### src/logic/bcc_pkg.sv
// Purpose: Shared constants and carriers of the button commissioning control.
// Assumes: A 25 MHz clock and a simple word-wide register port.
// Notes: Times are kept in milliseconds and counted on a 1 ms tick.
package bcc_pkg;

    localparam int CLK_KHZ = 25_000;
    localparam int TICK_MS = 1;
    localparam int TICK_CYC = CLK_KHZ * TICK_MS;

    localparam int MSW = 14;
    localparam logic [MSW-1:0] LONG_MS = 14'h1B58;
    localparam logic [MSW-1:0] SHORT_MS = 14'h07D0;
    localparam logic [MSW-1:0] COMBO_MS = 14'h2710;
    localparam logic [MSW-1:0] HOLD_MAX = 14'h3FFF;
    localparam logic [4:0] DEB_MS = 5'h14;

    localparam logic [3:0] FR_DIAG_A = 4'h9;
    localparam logic [3:0] FR_DIAG_B = 4'h6;
    localparam logic [3:0] INH_MASK = 4'hB;

    localparam logic [7:0] REG_CONFIG = 8'h00;
    localparam logic [7:0] REG_VARIANT = 8'h04;
    localparam logic [7:0] REG_PIN = 8'h08;
    localparam logic [7:0] REG_MFR = 8'h0C;
    localparam logic [7:0] REG_ADDR_LO = 8'h10;
    localparam logic [7:0] REG_ADDR_HI = 8'h14;
    localparam logic [7:0] REG_STATUS = 8'h18;
    localparam logic [7:0] REG_KEY0 = 8'h20;
    localparam logic [7:0] REG_KEYW0 = 8'h30;

    localparam int CFG_LEARN_INH = 0;
    localparam int CFG_KEY_PRIV = 1;
    localparam logic [7:0] CFG_RST = 8'h00;
    localparam logic [31:0] PIN_RST = 32'h0000E215;
    localparam logic [7:0] TEL_LEN = 8'h1D;
    localparam logic [7:0] TEL_TYPE = 8'hFF;

    typedef enum logic [1:0] {
        SEQ_IDLE = 2'h0,
        SEQ_LONG1 = 2'h1,
        SEQ_SHORT = 2'h3
    } bcc_seq_type;

    typedef struct packed {
        logic wr;
        logic rd;
        logic [7:0] addr;
        logic [31:0] wdata;
    } bcc_req_type;

    typedef struct packed {
        logic send_comm;
        logic send_data;
        logic comm_mode;
        logic [3:0] buttons;
    } bcc_tel_type;

endpackage

### src/logic/bcc_ctrl.sv
// Purpose: Commissioning entry, inhibit and factory reset of a four-contact
//          pushbutton transmitter, with its configuration registers.
// Assumes: Contacts are active high and asynchronous; a 1 ms tick paces all
//          timing.
// Notes: Telegram requests are one-cycle pulses to the transmitter.
`timescale 1ns/1ps

module bcc_ctrl
    import bcc_pkg::*;
#(
    parameter int TICK_CYCLES = TICK_CYC,
    parameter logic [127:0] FACTORY_KEY = 128'h0,
    parameter logic [47:0] FACTORY_ADDR = 48'h0,
    // Arbitrary neutral maker code.
    parameter logic [15:0] FACTORY_MFR = 16'h1234
) (
    input wire logic i_clk,
    input wire logic i_nrst,
    input wire logic [3:0] i_contacts,
    input wire bcc_req_type i_req,
    output logic [31:0] o_rdata,
    output bcc_tel_type o_tel,
    output logic [15:0] o_len_type,
    output logic [15:0] o_mfr,
    output logic [127:0] o_key,
    output logic [47:0] o_src_addr,
    output logic o_factory_reset,
    output logic o_perm_inhibit
);

    typedef struct packed {
        logic [3:0] sync_a;
        logic [3:0] sync_b;
        logic [3:0] stable;
        logic [3:0][4:0] deb;
        logic [3:0][MSW-1:0] hold;
        logic [15:0] tick_cnt;
        logic tick;
        bcc_seq_type seq;
        logic [1:0] seq_btn;
        logic comm;
        logic [1:0] comm_btn;
        logic [MSW-1:0] inh_ms;
        logic [MSW-1:0] fr_ms;
        logic perm_inh;
        logic [7:0] cfg;
        logic [7:0] variant;
        logic [31:0] pin;
        logic [15:0] mfr;
        logic [47:0] addr;
        logic [127:0] key;
        logic [127:0] keyw;
        logic key_priv;
        logic [31:0] rdata;
        logic send_comm;
        logic send_data;
        logic fr_pulse;
    } bcc_state_type;

    bcc_state_type s;
    bcc_state_type n;

    function automatic logic [MSW-1:0] ms_inc(input logic [MSW-1:0] v);
        ms_inc = (v == HOLD_MAX) ? v : v + 14'h0001;
    endfunction

    function automatic logic [31:0] key_word(input logic [127:0] k,
                                             input logic [1:0] w);
        key_word = k[32*w +: 32];
    endfunction

    // Keys sit in 16-byte pages; address bits 3:2 pick the word.
    function automatic logic page_hit(input logic [7:0] a,
                                      input logic [7:0] base);
        page_hit = (a[7:4] == base[7:4]);
    endfunction

    always_comb begin
        logic [3:0] press;
        logic [3:0] rel;
        logic [3:0] btn_mask;
        logic fr_combo;
        logic inh_combo;
        logic [1:0] w;
        press = 4'h0;
        rel = 4'h0;
        btn_mask = 4'h0;
        fr_combo = 1'b0;
        inh_combo = 1'b0;
        w = i_req.addr[3:2];
        n = s;
        // Two flops settle a contact that moves close to a clock edge.
        n.sync_a = i_contacts;
        n.sync_b = s.sync_a;
        n.send_comm = 1'b0;
        n.send_data = 1'b0;
        n.fr_pulse = 1'b0;
        n.tick = 1'b0;
        // One divider paces every millisecond figure, so all timers share it.
        if (s.tick_cnt == 16'(TICK_CYCLES - 1)) begin
            n.tick_cnt = 16'h0000;
            n.tick = 1'b1;
        end else begin
            n.tick_cnt = s.tick_cnt + 16'h0001;
        end

        for (int i = 0; i < 4; i++) begin
            // A level must stay changed for the whole filter time.
            if (s.sync_b[i] == s.stable[i]) begin
                n.deb[i] = 5'h00;
            end else if (s.tick) begin
                if (s.deb[i] == DEB_MS - 5'h01) begin
                    n.stable[i] = s.sync_b[i];
                    n.deb[i] = 5'h00;
                end else begin
                    n.deb[i] = s.deb[i] + 5'h01;
                end
            end
            // Hold times saturate, so a contact held for minutes reads long.
            if (s.tick && s.stable[i]) begin
                n.hold[i] = ms_inc(s.hold[i]);
            end
        end
        press = n.stable & ~s.stable;
        rel = s.stable & ~n.stable;
        for (int i = 0; i < 4; i++) begin
            if (press[i]) begin
                n.hold[i] = '0;
            end
        end

        // Release of a lone contact drives the long-short-long sequence.
        for (int i = 0; i < 4; i++) begin
            if (rel[i]) begin
                // A release beside, or together with, another contact is
                // not part of a sequence and starts it over.
                if (s.stable != (4'h1 << i) || n.stable != 4'h0) begin
                    n.seq = SEQ_IDLE;
                end else begin
                    case (s.seq)
                        SEQ_IDLE: begin
                            if (s.hold[i] > LONG_MS) begin
                                n.seq = SEQ_LONG1;
                                n.seq_btn = 2'(i);
                            end
                        end
                        SEQ_LONG1: begin
                            if (s.seq_btn == 2'(i) &&
                                s.hold[i] < SHORT_MS) begin
                                n.seq = SEQ_SHORT;
                            end else if (s.hold[i] > LONG_MS) begin
                                n.seq_btn = 2'(i);
                            end else begin
                                n.seq = SEQ_IDLE;
                            end
                        end
                        SEQ_SHORT: begin
                            n.seq = SEQ_IDLE;
                            if (s.seq_btn == 2'(i) &&
                                s.hold[i] > LONG_MS &&
                                !s.cfg[CFG_LEARN_INH] &&
                                !s.perm_inh) begin
                                n.comm = 1'b1;
                                n.comm_btn = 2'(i);
                            end
                        end
                        default: n.seq = SEQ_IDLE;
                    endcase
                end
            end
        end

        // Telegram requests from contact edges.
        btn_mask = 4'h1 << s.comm_btn;
        if (s.comm) begin
            // The press that ends the mode is itself reported as data.
            if ((press & ~btn_mask) != 4'h0) begin
                n.comm = 1'b0;
                n.send_data = 1'b1;
            end else if (((press | rel) & btn_mask) != 4'h0) begin
                n.send_comm = 1'b1;
            end
        end else if (n.comm) begin
            // Entry itself sends the first commissioning telegram.
            n.send_comm = 1'b1;
        end else if ((press | rel) != 4'h0) begin
            n.send_data = 1'b1;
        end

        // Both combination timers run on the debounced contacts.
        // Only exactly two diagonal contacts count: the three-contact inhibit
        // combination holds a diagonal too and must stay reachable.
        fr_combo = (n.stable == FR_DIAG_A) || (n.stable == FR_DIAG_B);
        inh_combo = (n.stable & INH_MASK) == INH_MASK;
        if (inh_combo) begin
            if (s.tick) begin
                n.inh_ms = ms_inc(s.inh_ms);
            end
        end else begin
            // The inhibit takes hold on release, once the user lets go.
            if (s.inh_ms >= COMBO_MS) begin
                n.perm_inh = 1'b1;
            end
            n.inh_ms = '0;
        end
        if (!fr_combo) begin
            n.fr_ms = '0;
        end else if (s.tick) begin
            n.fr_ms = ms_inc(s.fr_ms);
        end

        // Register writes from software.
        if (i_req.wr) begin
            if (i_req.addr == REG_CONFIG) begin
                n.cfg = i_req.wdata[7:0];
            end else if (i_req.addr == REG_VARIANT) begin
                n.variant = i_req.wdata[7:0];
            end else if (i_req.addr == REG_PIN) begin
                n.pin = i_req.wdata;
            end else if (i_req.addr == REG_MFR) begin
                n.mfr = i_req.wdata[15:0];
            end else if (i_req.addr == REG_ADDR_LO) begin
                n.addr[31:0] = i_req.wdata;
            end else if (i_req.addr == REG_ADDR_HI) begin
                n.addr[47:32] = i_req.wdata[15:0];
            end else if (page_hit(i_req.addr, REG_KEYW0)) begin
                // The live key follows at once, so telegrams use the new key.
                n.keyw[32*w +: 32] = i_req.wdata;
                n.key[32*w +: 32] = i_req.wdata;
                // Once hidden, the key stays hidden until a factory reset.
                if (s.cfg[CFG_KEY_PRIV]) begin
                    n.key_priv = 1'b1;
                end
            end
        end

        // Factory reset wins over every other detection.
        if (fr_combo && s.tick && s.fr_ms == COMBO_MS) begin
            n.fr_pulse = 1'b1;
            n.seq = SEQ_IDLE;
            n.inh_ms = '0;
            n.comm = 1'b0;
            n.send_comm = 1'b0;
            n.perm_inh = 1'b0;
            n.addr = FACTORY_ADDR;
            n.key = FACTORY_KEY;
            n.keyw = FACTORY_KEY;
            n.key_priv = 1'b0;
            n.mfr = FACTORY_MFR;
            n.pin = PIN_RST;
            n.cfg = CFG_RST;
            n.variant = CFG_RST;
        end else if (fr_combo) begin
            // Clearing here keeps the release of a diagonal from counting.
            n.seq = SEQ_IDLE;
            n.inh_ms = '0;
        end

        // Read data stands for the single cycle after the strobe.
        n.rdata = 32'h0000_0000;
        // The PIN has no read path, so it cannot leak through the port.
        if (i_req.rd) begin
            if (i_req.addr == REG_CONFIG) begin
                n.rdata = {24'h000000, s.cfg};
            end else if (i_req.addr == REG_VARIANT) begin
                n.rdata = {24'h000000, s.variant};
            end else if (i_req.addr == REG_MFR) begin
                n.rdata = {16'h0000, s.mfr};
            end else if (i_req.addr == REG_ADDR_LO) begin
                n.rdata = s.addr[31:0];
            end else if (i_req.addr == REG_ADDR_HI) begin
                n.rdata = {16'h0000, s.addr[47:32]};
            end else if (i_req.addr == REG_STATUS) begin
                // Status packs the debounced contacts beside the mode bits.
                n.rdata = {24'h000000, s.stable, s.comm_btn,
                           s.perm_inh, s.comm};
            end else if (page_hit(i_req.addr, REG_KEY0)) begin
                n.rdata = s.key_priv ? 32'h0000_0000 : key_word(s.key, w);
            end else if (page_hit(i_req.addr, REG_KEYW0)) begin
                n.rdata = s.key_priv ? 32'h0000_0000 : key_word(s.keyw, w);
            end
        end
    end

    always_ff @(posedge i_clk or negedge i_nrst) begin
        if (!i_nrst) begin
            // Power-up loads the same factory values as a factory reset.
            s <= '0;
            s.seq <= SEQ_IDLE;
            s.cfg <= CFG_RST;
            s.variant <= CFG_RST;
            s.pin <= PIN_RST;
            s.mfr <= FACTORY_MFR;
            s.addr <= FACTORY_ADDR;
            s.key <= FACTORY_KEY;
            s.keyw <= FACTORY_KEY;
        end else begin
            s <= n;
        end
    end

    // The length and type bytes are registered constants; the other payload fields come straight from the stored registers.
    always_ff @(posedge i_clk or negedge i_nrst) begin
        if (!i_nrst) begin
            o_len_type <= 16'h0000;
        end else begin
            o_len_type <= {TEL_LEN, TEL_TYPE};
        end
    end

    assign o_rdata = s.rdata;
    assign o_tel = '{send_comm: s.send_comm, send_data: s.send_data,
                     comm_mode: s.comm, buttons: s.stable};
    assign o_mfr = s.mfr;
    assign o_key = s.key;
    assign o_src_addr = s.addr;
    assign o_factory_reset = s.fr_pulse;
    assign o_perm_inhibit = s.perm_inh;

endmodule

### config.mk
export PLATFORM = sky130hd
export DESIGN_NAME = bcc_ctrl
export DESIGN_NICKNAME = d
export VERILOG_FILES = /design/src/logic/bcc_pkg.sv /design/src/logic/bcc_ctrl.sv
export SDC_FILE = /design/constraint.sdc
export NUM_CORES = 1
export LEC_CHECK = 0
export BUFFER_PORTS_ARGS = -buffer_cell sky130_fd_sc_hd__buf_2
export CAP_MARGIN = 20
export CORE_UTILIZATION = 62
export CTS_BUF_LIST = sky130_fd_sc_hd__clkbuf_16
export DETAILED_ROUTE_END_ITERATION = 16
export PLACE_DENSITY_LB_ADDON = 0.05
export SLEW_MARGIN = 20
export SYNTH_ARGS = -nofsm -noshare
export SYNTH_HDL_FRONTEND = slang
export SYNTH_SLANG_ARGS = --single-unit
### constraint.sdc
create_clock -name i_clk -period 7 [get_ports i_clk]
set_input_delay 0.7 -clock i_clk [delete_from_list [all_inputs] [get_ports i_clk]]
set_output_delay 0.7 -clock i_clk [all_outputs]
set_load 0.02 [all_outputs]
### Yosys cells after proc, flatten, opt, wreduce, memory -nomap -nowiden

Cells that the tools add are included.

* bitwise logic cells: 8
* shift operators: 5
* $add $sub $neg: 12
* $mul: 0
* equality and inequality tests: 51
* reductions and logical operators: 67
* muxes and demuxes: 140
* order comparisons: 9
* div/mod/pow operators: 0

Operators by type and width (number)
* $mux W257: 3
* $mux W32: 13
* $mux W370: 1
* $mux W369: 1
* $mux W361: 1
* $mux W353: 1
* $mux W321: 1
* $mux W305: 1
* $mux W14: 20
* $bwmux W128: 2
* $shiftx A128 B8 Y32: 2
* $shift A32 B34 Y128 const A: 1
* $shiftx A32 B34 Y128: 1
* $eq A14 B14 Y1 const B: 7
* $add A14 B1 Y14 const B: 6
* $mux W5: 16
* $mux W16: 4
* $gt A14 B13 Y1 const B: 4
* $lt A14 B11 Y1 const B: 4
* $mux W2: 23
* $neg A7 Y34: 1
* $reduce_bool A2 Y1: 17
* $pmux W2 S2: 8
* $mux W7: 4
* other kinds (42): 150

* latch bits: 0
* output and inout bits: 249
* RAM bits: 0
* input port bits: 48
* ROM bits: 0
* memories: 0
* bits in registers: 514

### Logic depth before layout (Yosys ltp)

Gate-level depths: netlist (run 1).

* depth after elaboration: 26
* gate-level depth with buffers: 13
* mapped depth without buffers: 13

### Least setup slack after synthesis (run 1)

No wires, ideal clock.

* path kind: input to register
* start point: in i_req[35] (netlist bit)
* end point: reg s (netlist bit o_rdata[21])
* arrival: 3.707 ns
* library setup time: 0.132 ns
* setup slack: 3.161 ns
* stages: 13
* data required time: 6.868 ns
* path buffers: 5
* cells stage by stage: clkbuf_1 -> buf_1 -> clkbuf_1 -> inv_1 -> ha_1 -> inv_1 -> nor4_1 -> nor2_1 -> nand2_1 -> nand2b_1 -> clkbuf_1 -> clkbuf_1 -> nor2_1

RTL lines
* start, declared: RTL line bcc_ctrl.sv:20 `input wire bcc_req_type i_req,`
* end signal, assigned: RTL line bcc_ctrl.sv:298 `s <= n;`
* end, declared: RTL line bcc_ctrl.sv:60 `bcc_state_type s;`

### Worst setup path after layout (run 1)

* start point: reg s[440] (netlist bit)
* end point: reg s (netlist bit o_key[121])

* longest elaborated chain between the ends: 8
* elaborated cells between the ends (all ways): 23
* those cells by class: 8 x eq/ne; 9 x mux; 6 x reduce/logical

RTL lines
* $mux W1: RTL line bcc_ctrl.sv:111 `end else if (s.tick) begin`
* $mux W1: RTL line bcc_ctrl.sv:109 `if (s.sync_b[i] == s.stable[i]) begin`
* $eq A4 B4 Y1 / $eq A4 B3 Y1 (equally long branches): RTL line bcc_ctrl.sv:193 `fr_combo = (n.stable == FR_DIAG_A) || (n.stable == FR_DIAG_B);`
* $logic_or A1 B1 Y1: RTL line bcc_ctrl.sv:193
* $logic_and A1 B1 Y1 * (2 in a row): RTL line bcc_ctrl.sv:238 `if (fr_combo && s.tick && s.fr_ms == COMBO_MS) begin`
* $ne A2 B1 Y1 (no source line) / $reduce_bool A2 Y1 (equally long branches)
* $reduce_and A8 Y1 (no source line)

Mark *: on every way between the ends. The rest lies on a longest branch, timed or not.
A chain may end at the register's enable or synchronous reset.

==> results by group, run 1 <==
Synthesis
  • Synth Instances: between 1,500 and 2,000
  • Synth cell types: 76
  • Synth top area cells: dfrtp_1 (48%), buf_4 (9.3%), a32o_1 (4.9%)
  • Syn_area_per_cell: 10.1 um^2
  • Ys Warns: 0
  • Share of the synthesized area in the top cell type: between 40% and 50%
  • Predominant post-synthesis flop cell: dfrtp_1
  • #FFs+latches synth: 386
  • EDFF count, synth: 0
  • Largest area contributor in the netlist: dfrtp_1
  • Post-synthesis sequential area ratio: 48.5%
  • Post-Syn Area: between 15,000 and 20,000 um^2
  • Async SR Flop Fraction: 100%

Worst setup path
  • Worst Reg-to-Reg Cells: 11
  • Worst path max stage delay: ~0.80 ns
  • R2R setup slack: 1.93 ns
  • CP Max Fanout: 43
  • Reg2reg start: s[440]$_DFF_PN0_
  • Critical Path Source Type: flip-flop
  • Crit path top cell by count: buf_4
  • CP Launch Point: s[440]$_DFF_PN0_
  • Worst Setup EP: o_key[121]$_DFFE_PN0P_
  • Crit path depth: 11
  • CP cell instances: inv_1, o21ai_1, and4_1, a22oi_1, buf_4, or4_4, inv_2, a21oi_4, nor4_4, buf_4, a32o_1
  • Crit path required time: around 7.5 ns
  • CP top delay family: simple AND/OR/NAND/NOR gates
  • Setup CP Type: reg2reg
  • CP Buf/Inv Count: 4
  • CP Capture Type: flip-flop
  • Slowest-stage cell, CP: or4_4
  • Worst Path Arrival: roughly 5.6 ns
  • R2R Path End: o_key[121]$_DFFE_PN0P_

Power and ir drop
  • Leakage: 10.2 nW
  • Power per cell area: roughly 220 nW/um^2
  • Worst vdd ir: around 170 uV

Die
  • Die Y: 181 um
  • Die ar.: 32,900 um^2
  • Die X: around 180 um
  • Top Ports: between 200 and 300
  • Core Box Area: 31,600 um^2
  • Initial Util: about 63%
  • # rows: 65

Status
  • Outcome: complete, no violations

Route
  • Router iterations before antenna repair: 5
  • Initial DRC count: 1,210
  • DR vias/cell: about 6.2
  • Detailed Route WL: 51.8 mm
  • Number of antenna-violating nets in the routed design: 0
  • DR WL/cell: about 21 um
  • Via total after detailed routing: ~15,000
  • Remaining DRCs: 0

CTS
  • Clock Pin Slew Worst Setup and Hold Paths: 0.06 ns
  • CTS tree: yes
  • Post-CTS Setup Inserts: 0
  • Sink Count: around 390
  • H-Tree Depth: 2
  • Hold Buf Count CTS: 0
  • Cts bufs inserted: 42
  • Clock Latency Late Sink: 0.55 ns
  • Post_cts resized: 0
  • Max clock buf depth: 3
  • CTS root buf: clkbuf_16

STA
  • Fmax: 197 MHz
  • Slew @ Worst Pin: 1.15 ns
  • RSZ-0062 raised after global routing: no
  • Final WS setup: just under 2 ns
  • Final period utilization: between 70% and 80%
  • Max Slew Vio Count: 0
  • Fin Hold WS: 0.186 ns
  • Final Skew: 0.0185 ns
  • Endpoints failing setup: 0
  • Final hold vios: 0
  • Crit path time final: 5.07 ns
  • Worst relative slew slack: 21.6%
  • Final setup TNS: 0 ns

Finish
  • Cell area after layout: 21,200 um^2
  • Nets: ~2,000
  • Layout Area Growth over Synthesis: 6.55%
  • Ant. Diodes: 0
  • Share of cells above drive strength 1: 21.8%
  • # fillers: 2,477

Run
  • Number of max-cap violations: 0

GRT
  • GRT overflow: 0
  • First-pass GRT wire length: 81.5 mm
  • GRT Total Usage: 31.6%
  • Number of global-route vias before repair: 14,400
  • Pin count of the biggest net entering global routing: between 150 and 200
  • Initial antenna violation count: 2

Place
  • DP Worst Slack: 1.86 ns
  • I/O Buffers: ~290
  • Placed wire-length estimate: 34.8 mm
  • Placed inst area: approximately 20,000 um^2
  • Global placement routability congestion: about 0.9

Hold path
  • Hold WC Path Type: in2async
==> logic make-up (layout without fill, tap and decap cells) <==
logic type / count (synthesis) / count (layout) / synth area share, %
other cells: 2 / 5 / 0.0377
flops: 386 / 386 / 48.5
buf+inv: 385 / 427 / 12.1
compound gates: 421 / 421 / 15.4
simple gates: 625 / 625 / 14.6
xor+xnor: 81 / 81 / 3.56
fa+ha+maj: 27 / 27 / 1.69
mux: 41 / 41 / 4.15
==> placed cells by master (no fill, tap or decap), types with 22 or more instances in the layout <==
cell type and count:
dfrtp_1 381, buf_2 291, nand2_1 239, nor2_1 163, o21ai_0 120, a32o_1 97, nand3_1 59, a21oi_1 46
xor2_1 46, clkbuf_16 43, inv_1 42, xnor2_1 35, mux4_2 33, a22o_1 32, nor3_1 28, a22oi_1 27
ha_1 27, nand4_1 24, and3_1 23, buf_4 22
==> final cells by class <==
cell class	count	area, um^2	share of cell area, %
clock buffer	43	1080	5.06
multi-input combinational	1200	7980	37.6
tap	402	503	2.37
clock inverter	33	190	0.895
inverter	33	124	0.583
timing repair buffer	318	1710	8.05
sequential	386	9670	45.5
==> cells in the mapped netlist, types with 32 or more instances <==
cell and instances:
dfrtp_1 381, buf_4 246, nand2_1 239, nor2_1 164
o21ai_0 120, a32o_1 97, clkbuf_1 85, nand3_1 59
a21oi_1 49, xor2_1 46, xnor2_1 35, mux4_2 33
a22o_1 32, inv_1 32
==> worst register-to-register path, stage by stage, from the launching register on <==
cell and delay [ns]:
dfrtp_1 0.69, inv_1 0.33, o21ai_1 0.29, and4_1 0.31, a22oi_1 0.11, buf_4 0.22, or4_4 0.81, inv_2 0.66
a21oi_4 0.29, nor4_4 0.65, buf_4 0.42, a32o_1 0.23
==> registers in the layout (all words and copies together) (netlist names) <==
| register | count |
|---|---|
| o_src_addr | 48 |
| o_tel | 7 |
| o_rdata | 32 |
| o_factory_reset | 1 |
| o_mfr | 16 |
| n | 4 |
| o_len_type | 1 |
| o_perm_inhibit | 1 |
| s | 148 |
| o_key | 128 |
==> stage by stage <==
stage	power [mW]	std cells	util [%]
floorplan	2.50	1971	-
global placement	2.60	2336	63.0
detailed placement	2.60	2337	63.0
CTS	4.64	2413	67.0
global route	4.76	2415	67.2
finish	4.61	2415	67.2
==> worst min-delay path by stage <==
stage / startpoint / endpoint / depth (start not counted)
after floorplan: n[537]$_DFF_PN0_ / s[537]$_DFF_PN0_ / 0
after global placement: n[538]$_DFF_PN0_ / s[538]$_DFF_PN0_ / 0
after detailed placement: n[538]$_DFF_PN0_ / s[538]$_DFF_PN0_ / 0
after CTS: i_nrst / s[469]$_DFFE_PN0P_ / 1
after global routing: i_nrst / s[464]$_DFFE_PN0P_ / 1
final: i_nrst / s[464]$_DFFE_PN0P_ / 1
==> report_power, final <==
group          switching [mW]  total, mW  internal (mW)
Combinational           0.182      0.255         0.0731
Clock                   0.903       2.06           1.15
Sequential             0.0319       2.30           2.27
Total                    1.12       4.61           3.50
==> metal layers <==
metal | share of wire (%) | GRT usage [%] | up-vias | wire [um]
li1 | - | - | 6825 | -
met1 | 42 | 43.6 | 7519 | 21600
met2 | 47 | 49.7 | 601 | 24300
met3 | 8.2 | 6.79 | 102 | 4230
met4 | 3.2 | 11.4 | 0 | 1670
met5 | 0 | 0 | - | 0
(Power assumes the default switching activity.)
==> inputs of run 2 (changes only) <==
- ABC_AREA: default -> 1
- CORE_UTILIZATION: 62 -> 58
- clock period: 7 -> 4.9 ns (I/O delays scaled with it)
==> run 2 against run 1 <==
Compared with the run above: core utilization is 4.2 points lower; flip-flop and latch count is the same; final cell count rose by 28%; critical path depth down 1; via count increased by 19%; worst hold slack got worse by 0.15 ns; sequential share of layout area down 2.3 points; combinational power increased by 67%; non-clock buffer count is 6 lower; synthesized cell count grew 31%; synthesized area grew 5.2%.
==> results by group, run 2 <==
Synthesis
  • Top cells by count, synth: nand2_1 (421), dfrtp_1 (381), inv_1 (303), buf_4 (252), o21ai_0 (213) (was dfrtp_1 (381), buf_4 (246), nand2_1 (239), nor2_1 (164), o21ai_0 (120))
  • Share of the synthesized area in the top cell type: 45.5% (was 47.8%)
  • Async SR Flop Fraction: 100% (unchanged)
  • Post-synthesis sequential area ratio: 46.1% (was 48.5%)
  • Post-Syn Area: 21,000 um^2 (was 19,900 um^2)
  • Syn_area_per_cell: 8.15 um^2 (was 10.1 um^2)
  • Synth top area cells: dfrtp_1 (45%), buf_4 (9.0%), nand2_1 (7.5%) (was dfrtp_1 (48%), buf_4 (9.3%), a32o_1 (4.9%))
  • Predominant post-synthesis flop cell: dfrtp_1 (unchanged)
  • #FFs+latches synth: 386 (unchanged)
  • Count leader, synth: nand2_1 (was dfrtp_1)
  • Synth cell types: 56 (was 76)
  • Synth Instances: 2,572 (was 1,968)
  • Largest area contributor in the netlist: dfrtp_1 (unchanged)
  • EDFF count, synth: 0 (unchanged)
  • Ys Warns: 0 (unchanged)

STA
  • Final hold vios: 0 (unchanged)
  • Slew @ Worst Pin: 1.12 ns (was 1.15 ns)
  • Fin Hold WS: 0.0344 ns (was 0.186 ns)
  • Worst relative slew slack: 24.4% (was 21.6%)
  • Final Skew: 0.0117 ns (was 0.0185 ns)
  • Max Slew Vio Count: 0 (unchanged)
  • Endpoints failing setup: 0 (unchanged)
  • RSZ-0062 raised after global routing: no (unchanged)
  • Final setup TNS: 0 ns (unchanged)
  • Final period utilization: 75.2% (was 72.5%)
  • Crit path time final: 3.68 ns (was 5.07 ns)
  • Fmax: 272 MHz (was 197 MHz)

Power and ir drop
  • Leakage: 11.0 nW (was 10.2 nW)
  • Power per cell area: 315 nW/um^2 (was 217 nW/um^2)
  • Total power: 7.06 mW (was 4.61 mW)
  • Worst vdd ir: 313 uV (was 172 uV)

Route
  • DR WL/cell: 19.0 um (was 21.4 um)
  • DR vias/cell: 5.81 (was 6.23)
  • Initial DRC count: 1,682 (was 1,210)
  • Number of antenna-violating nets in the routed design: 0 (unchanged)
  • Via total after detailed routing: 18,000 (was 15,000)
  • Remaining DRCs: 0 (unchanged)
  • Detailed Route WL: 58.6 mm (was 51.8 mm)
  • Router iterations before antenna repair: 6 (was 5)

Die
  • Die ar.: 36,900 um^2 (was 32,900 um^2)
  • Top Ports: 297 (unchanged)
  • Initial Util: 59.0% (was 63.0%)
  • Die X: 192 um (was 181 um)
  • Die Y: 192 um (was 181 um)
  • Core Box Area: 35,600 um^2 (was 31,600 um^2)
  • # rows: 69 (was 65)

Worst setup path
  • CP Capture Type: flip-flop (unchanged)
  • Critical Path Source Type: flip-flop (unchanged)
  • Worst Reg-to-Reg Cells: 10 (was 11)
  • Crit path required time: 5.36 ns (was 7.47 ns)
  • Worst Path Arrival: 4.15 ns (was 5.55 ns)
  • Setup CP Type: reg2reg (unchanged)
  • CP Max Fanout: 34 (was 43)

Place
  • I/O Buffers: 292 (unchanged)
  • Placed instance count: 3,014 (was 2,337)
  • Global placement routability congestion: 0.916 (was 0.900)
  • Placed wire-length estimate: 41.1 mm (was 34.8 mm)

CTS
  • H-Tree Depth: 2 (unchanged)
  • Clock Pin Slew Worst Setup and Hold Paths: 0.06 ns (about the same)
  • CTS tree: yes (unchanged)
  • Cts bufs inserted: 42 (unchanged)
  • Post-CTS Setup Inserts: 0 (unchanged)
  • Sink Count: 386 (unchanged)
  • Max clock buf depth: 3 (unchanged)
  • CTS root buf: clkbuf_16 (unchanged)
  • Clock Latency Late Sink: 0.57 ns (was 0.55 ns)

Finish
  • Largest Register: s (unchanged)
  • Non-filler cells in the finished layout: 3,093 (was 2,415)
  • Commonest cells after routing, fill and taps aside: nand2_1 (420), dfrtp_1 (381), inv_1 (308), buf_2 (290), o21ai_0 (213) (was dfrtp_1 (381), buf_2 (291), nand2_1 (239), nor2_1 (163), o21ai_0 (120))
  • Final Core Density: 63.0% (was 67.2%)
  • Layout Area Growth over Synthesis: 6.80% (was 6.55%)
  • Most common cell after layout, fill and taps aside: nand2_1 (was dfrtp_1)
  • Share of cells above drive strength 1: 17.0% (was 21.8%)
  • Nets: 2,673 (was 2,056)
  • # fillers: 3,163 (was 2,477)
  • Max reg flops: 148 (unchanged)

GRT
  • GRT overflow: 0 (unchanged)
  • Number of global-route vias before repair: 16,800 (was 14,400)
  • First-pass GRT wire length: 91.2 mm (was 81.5 mm)
  • Initial antenna violation count: 1 (was 2)
  • GRT Total Usage: 31.9% (was 31.6%)
  • Pin count of the biggest net entering global routing: 105 (was 182)

Hold path
  • Hold WC Path Type: in2reg (was in2async)
  • Hold Crit Depth: 1

Status
  • Outcome: complete, no violations (unchanged)

Run
  • Number of max-cap violations: 0 (unchanged)
run 2: cell types whose count changed in the layout (fill, tap and decap cells not counted), sizes merged, moves of 85 or more:
cell	delta
inv	+282
nand2	+192
o21ai	+157
a32o	-97
a21oi	+95
nand3	+85
run 2: area by class of cell:
class	count	area, um^2	area share, %
antenna	1	2.50	0.0112
clock buffer	43	1080	4.80
clock inverter	34	364	1.63
inverter	325	1220	5.46
multi-input combinational	1531	7850	35.0
sequential	386	9670	43.2
tap	461	577	2.58
timing repair buffer	312	1640	7.32
run 2: critical path, stage by stage, from the launching register on:
cell	delay [ns]
dfrtp_1	0.80
nand4_1	0.23
nand2_2	0.18
inv_2	0.06
o22ai_2	0.18
nand3_4	0.18
nor4_4	0.31
inv_2	0.33
nand2_2	0.52
inv_2	0.40
o31ai_1	0.34
run 2: routing by layer:
| metal | up-vias | part of all wire, % | wire length (um) | GRT usage [%] |
|---|---|---|---|---|
| met2 | 821 | 43 | 25400 | 46.4 |
| met3 | 112 | 9.3 | 5420 | 7.80 |
| met5 | - | 0 | 0 | 0 |
| met4 | 0 | 3.7 | 2180 | 12.3 |
| li1 | 8374 | - | - | - |
| met1 | 8671 | 44 | 25700 | 45.6 |
run 2: metrics by stage:
stage	area, um^2	setup slack [ns]
floorplan	21000	1.93
global placement	20900	1.41
detailed placement	20900	1.20
CTS	22400	1.20
global route	22400	0.901
finish	22400	1.22
run 2: timing repair:
| item | CTS | global route |
|---|---|---|
| hold buffers | 1 | 0 |
| resized for setup | 0 | 0 |
| endpoints found under the hold margin | 81 | 0 |
run 2: final timing paths:
check | start | slack, ns | end
min | i_contacts[1] | 0.03 | n[538]$_DFF_PN0_
max reg2reg | s[440]$_DFF_PN0_ | 1.22 | o_key[61]$_DFFE_PN0P_
min reg2reg | n[538]$_DFF_PN0_ | 0.35 | s[538]$_DFF_PN0_
min in group asynchronous | i_nrst | 0.50 | s[491]$_DFFE_PN0P_
max | s[440]$_DFF_PN0_ | 1.22 | o_key[61]$_DFFE_PN0P_
max in group asynchronous | i_nrst | 3.09 | o_rdata[20]$_DFF_PN0_
run 2: power breakdown:
group	internal, mW	switching [mW]
registers	3.24	0.0421
clock network	2.02	1.34
logic	0.106	0.318
run 2: cells by family after synthesis:
kind of cell | count (synthesis) | share of synthesized area (%)
compound gates | 573 | 15.4
flops | 386 | 46.1
simple gates | 903 | 19.2
buf+inv | 658 | 16.6
xor+xnor | 23 | 0.961
other cells | 2 | 0.0358
fa+ha+maj | 27 | 1.61
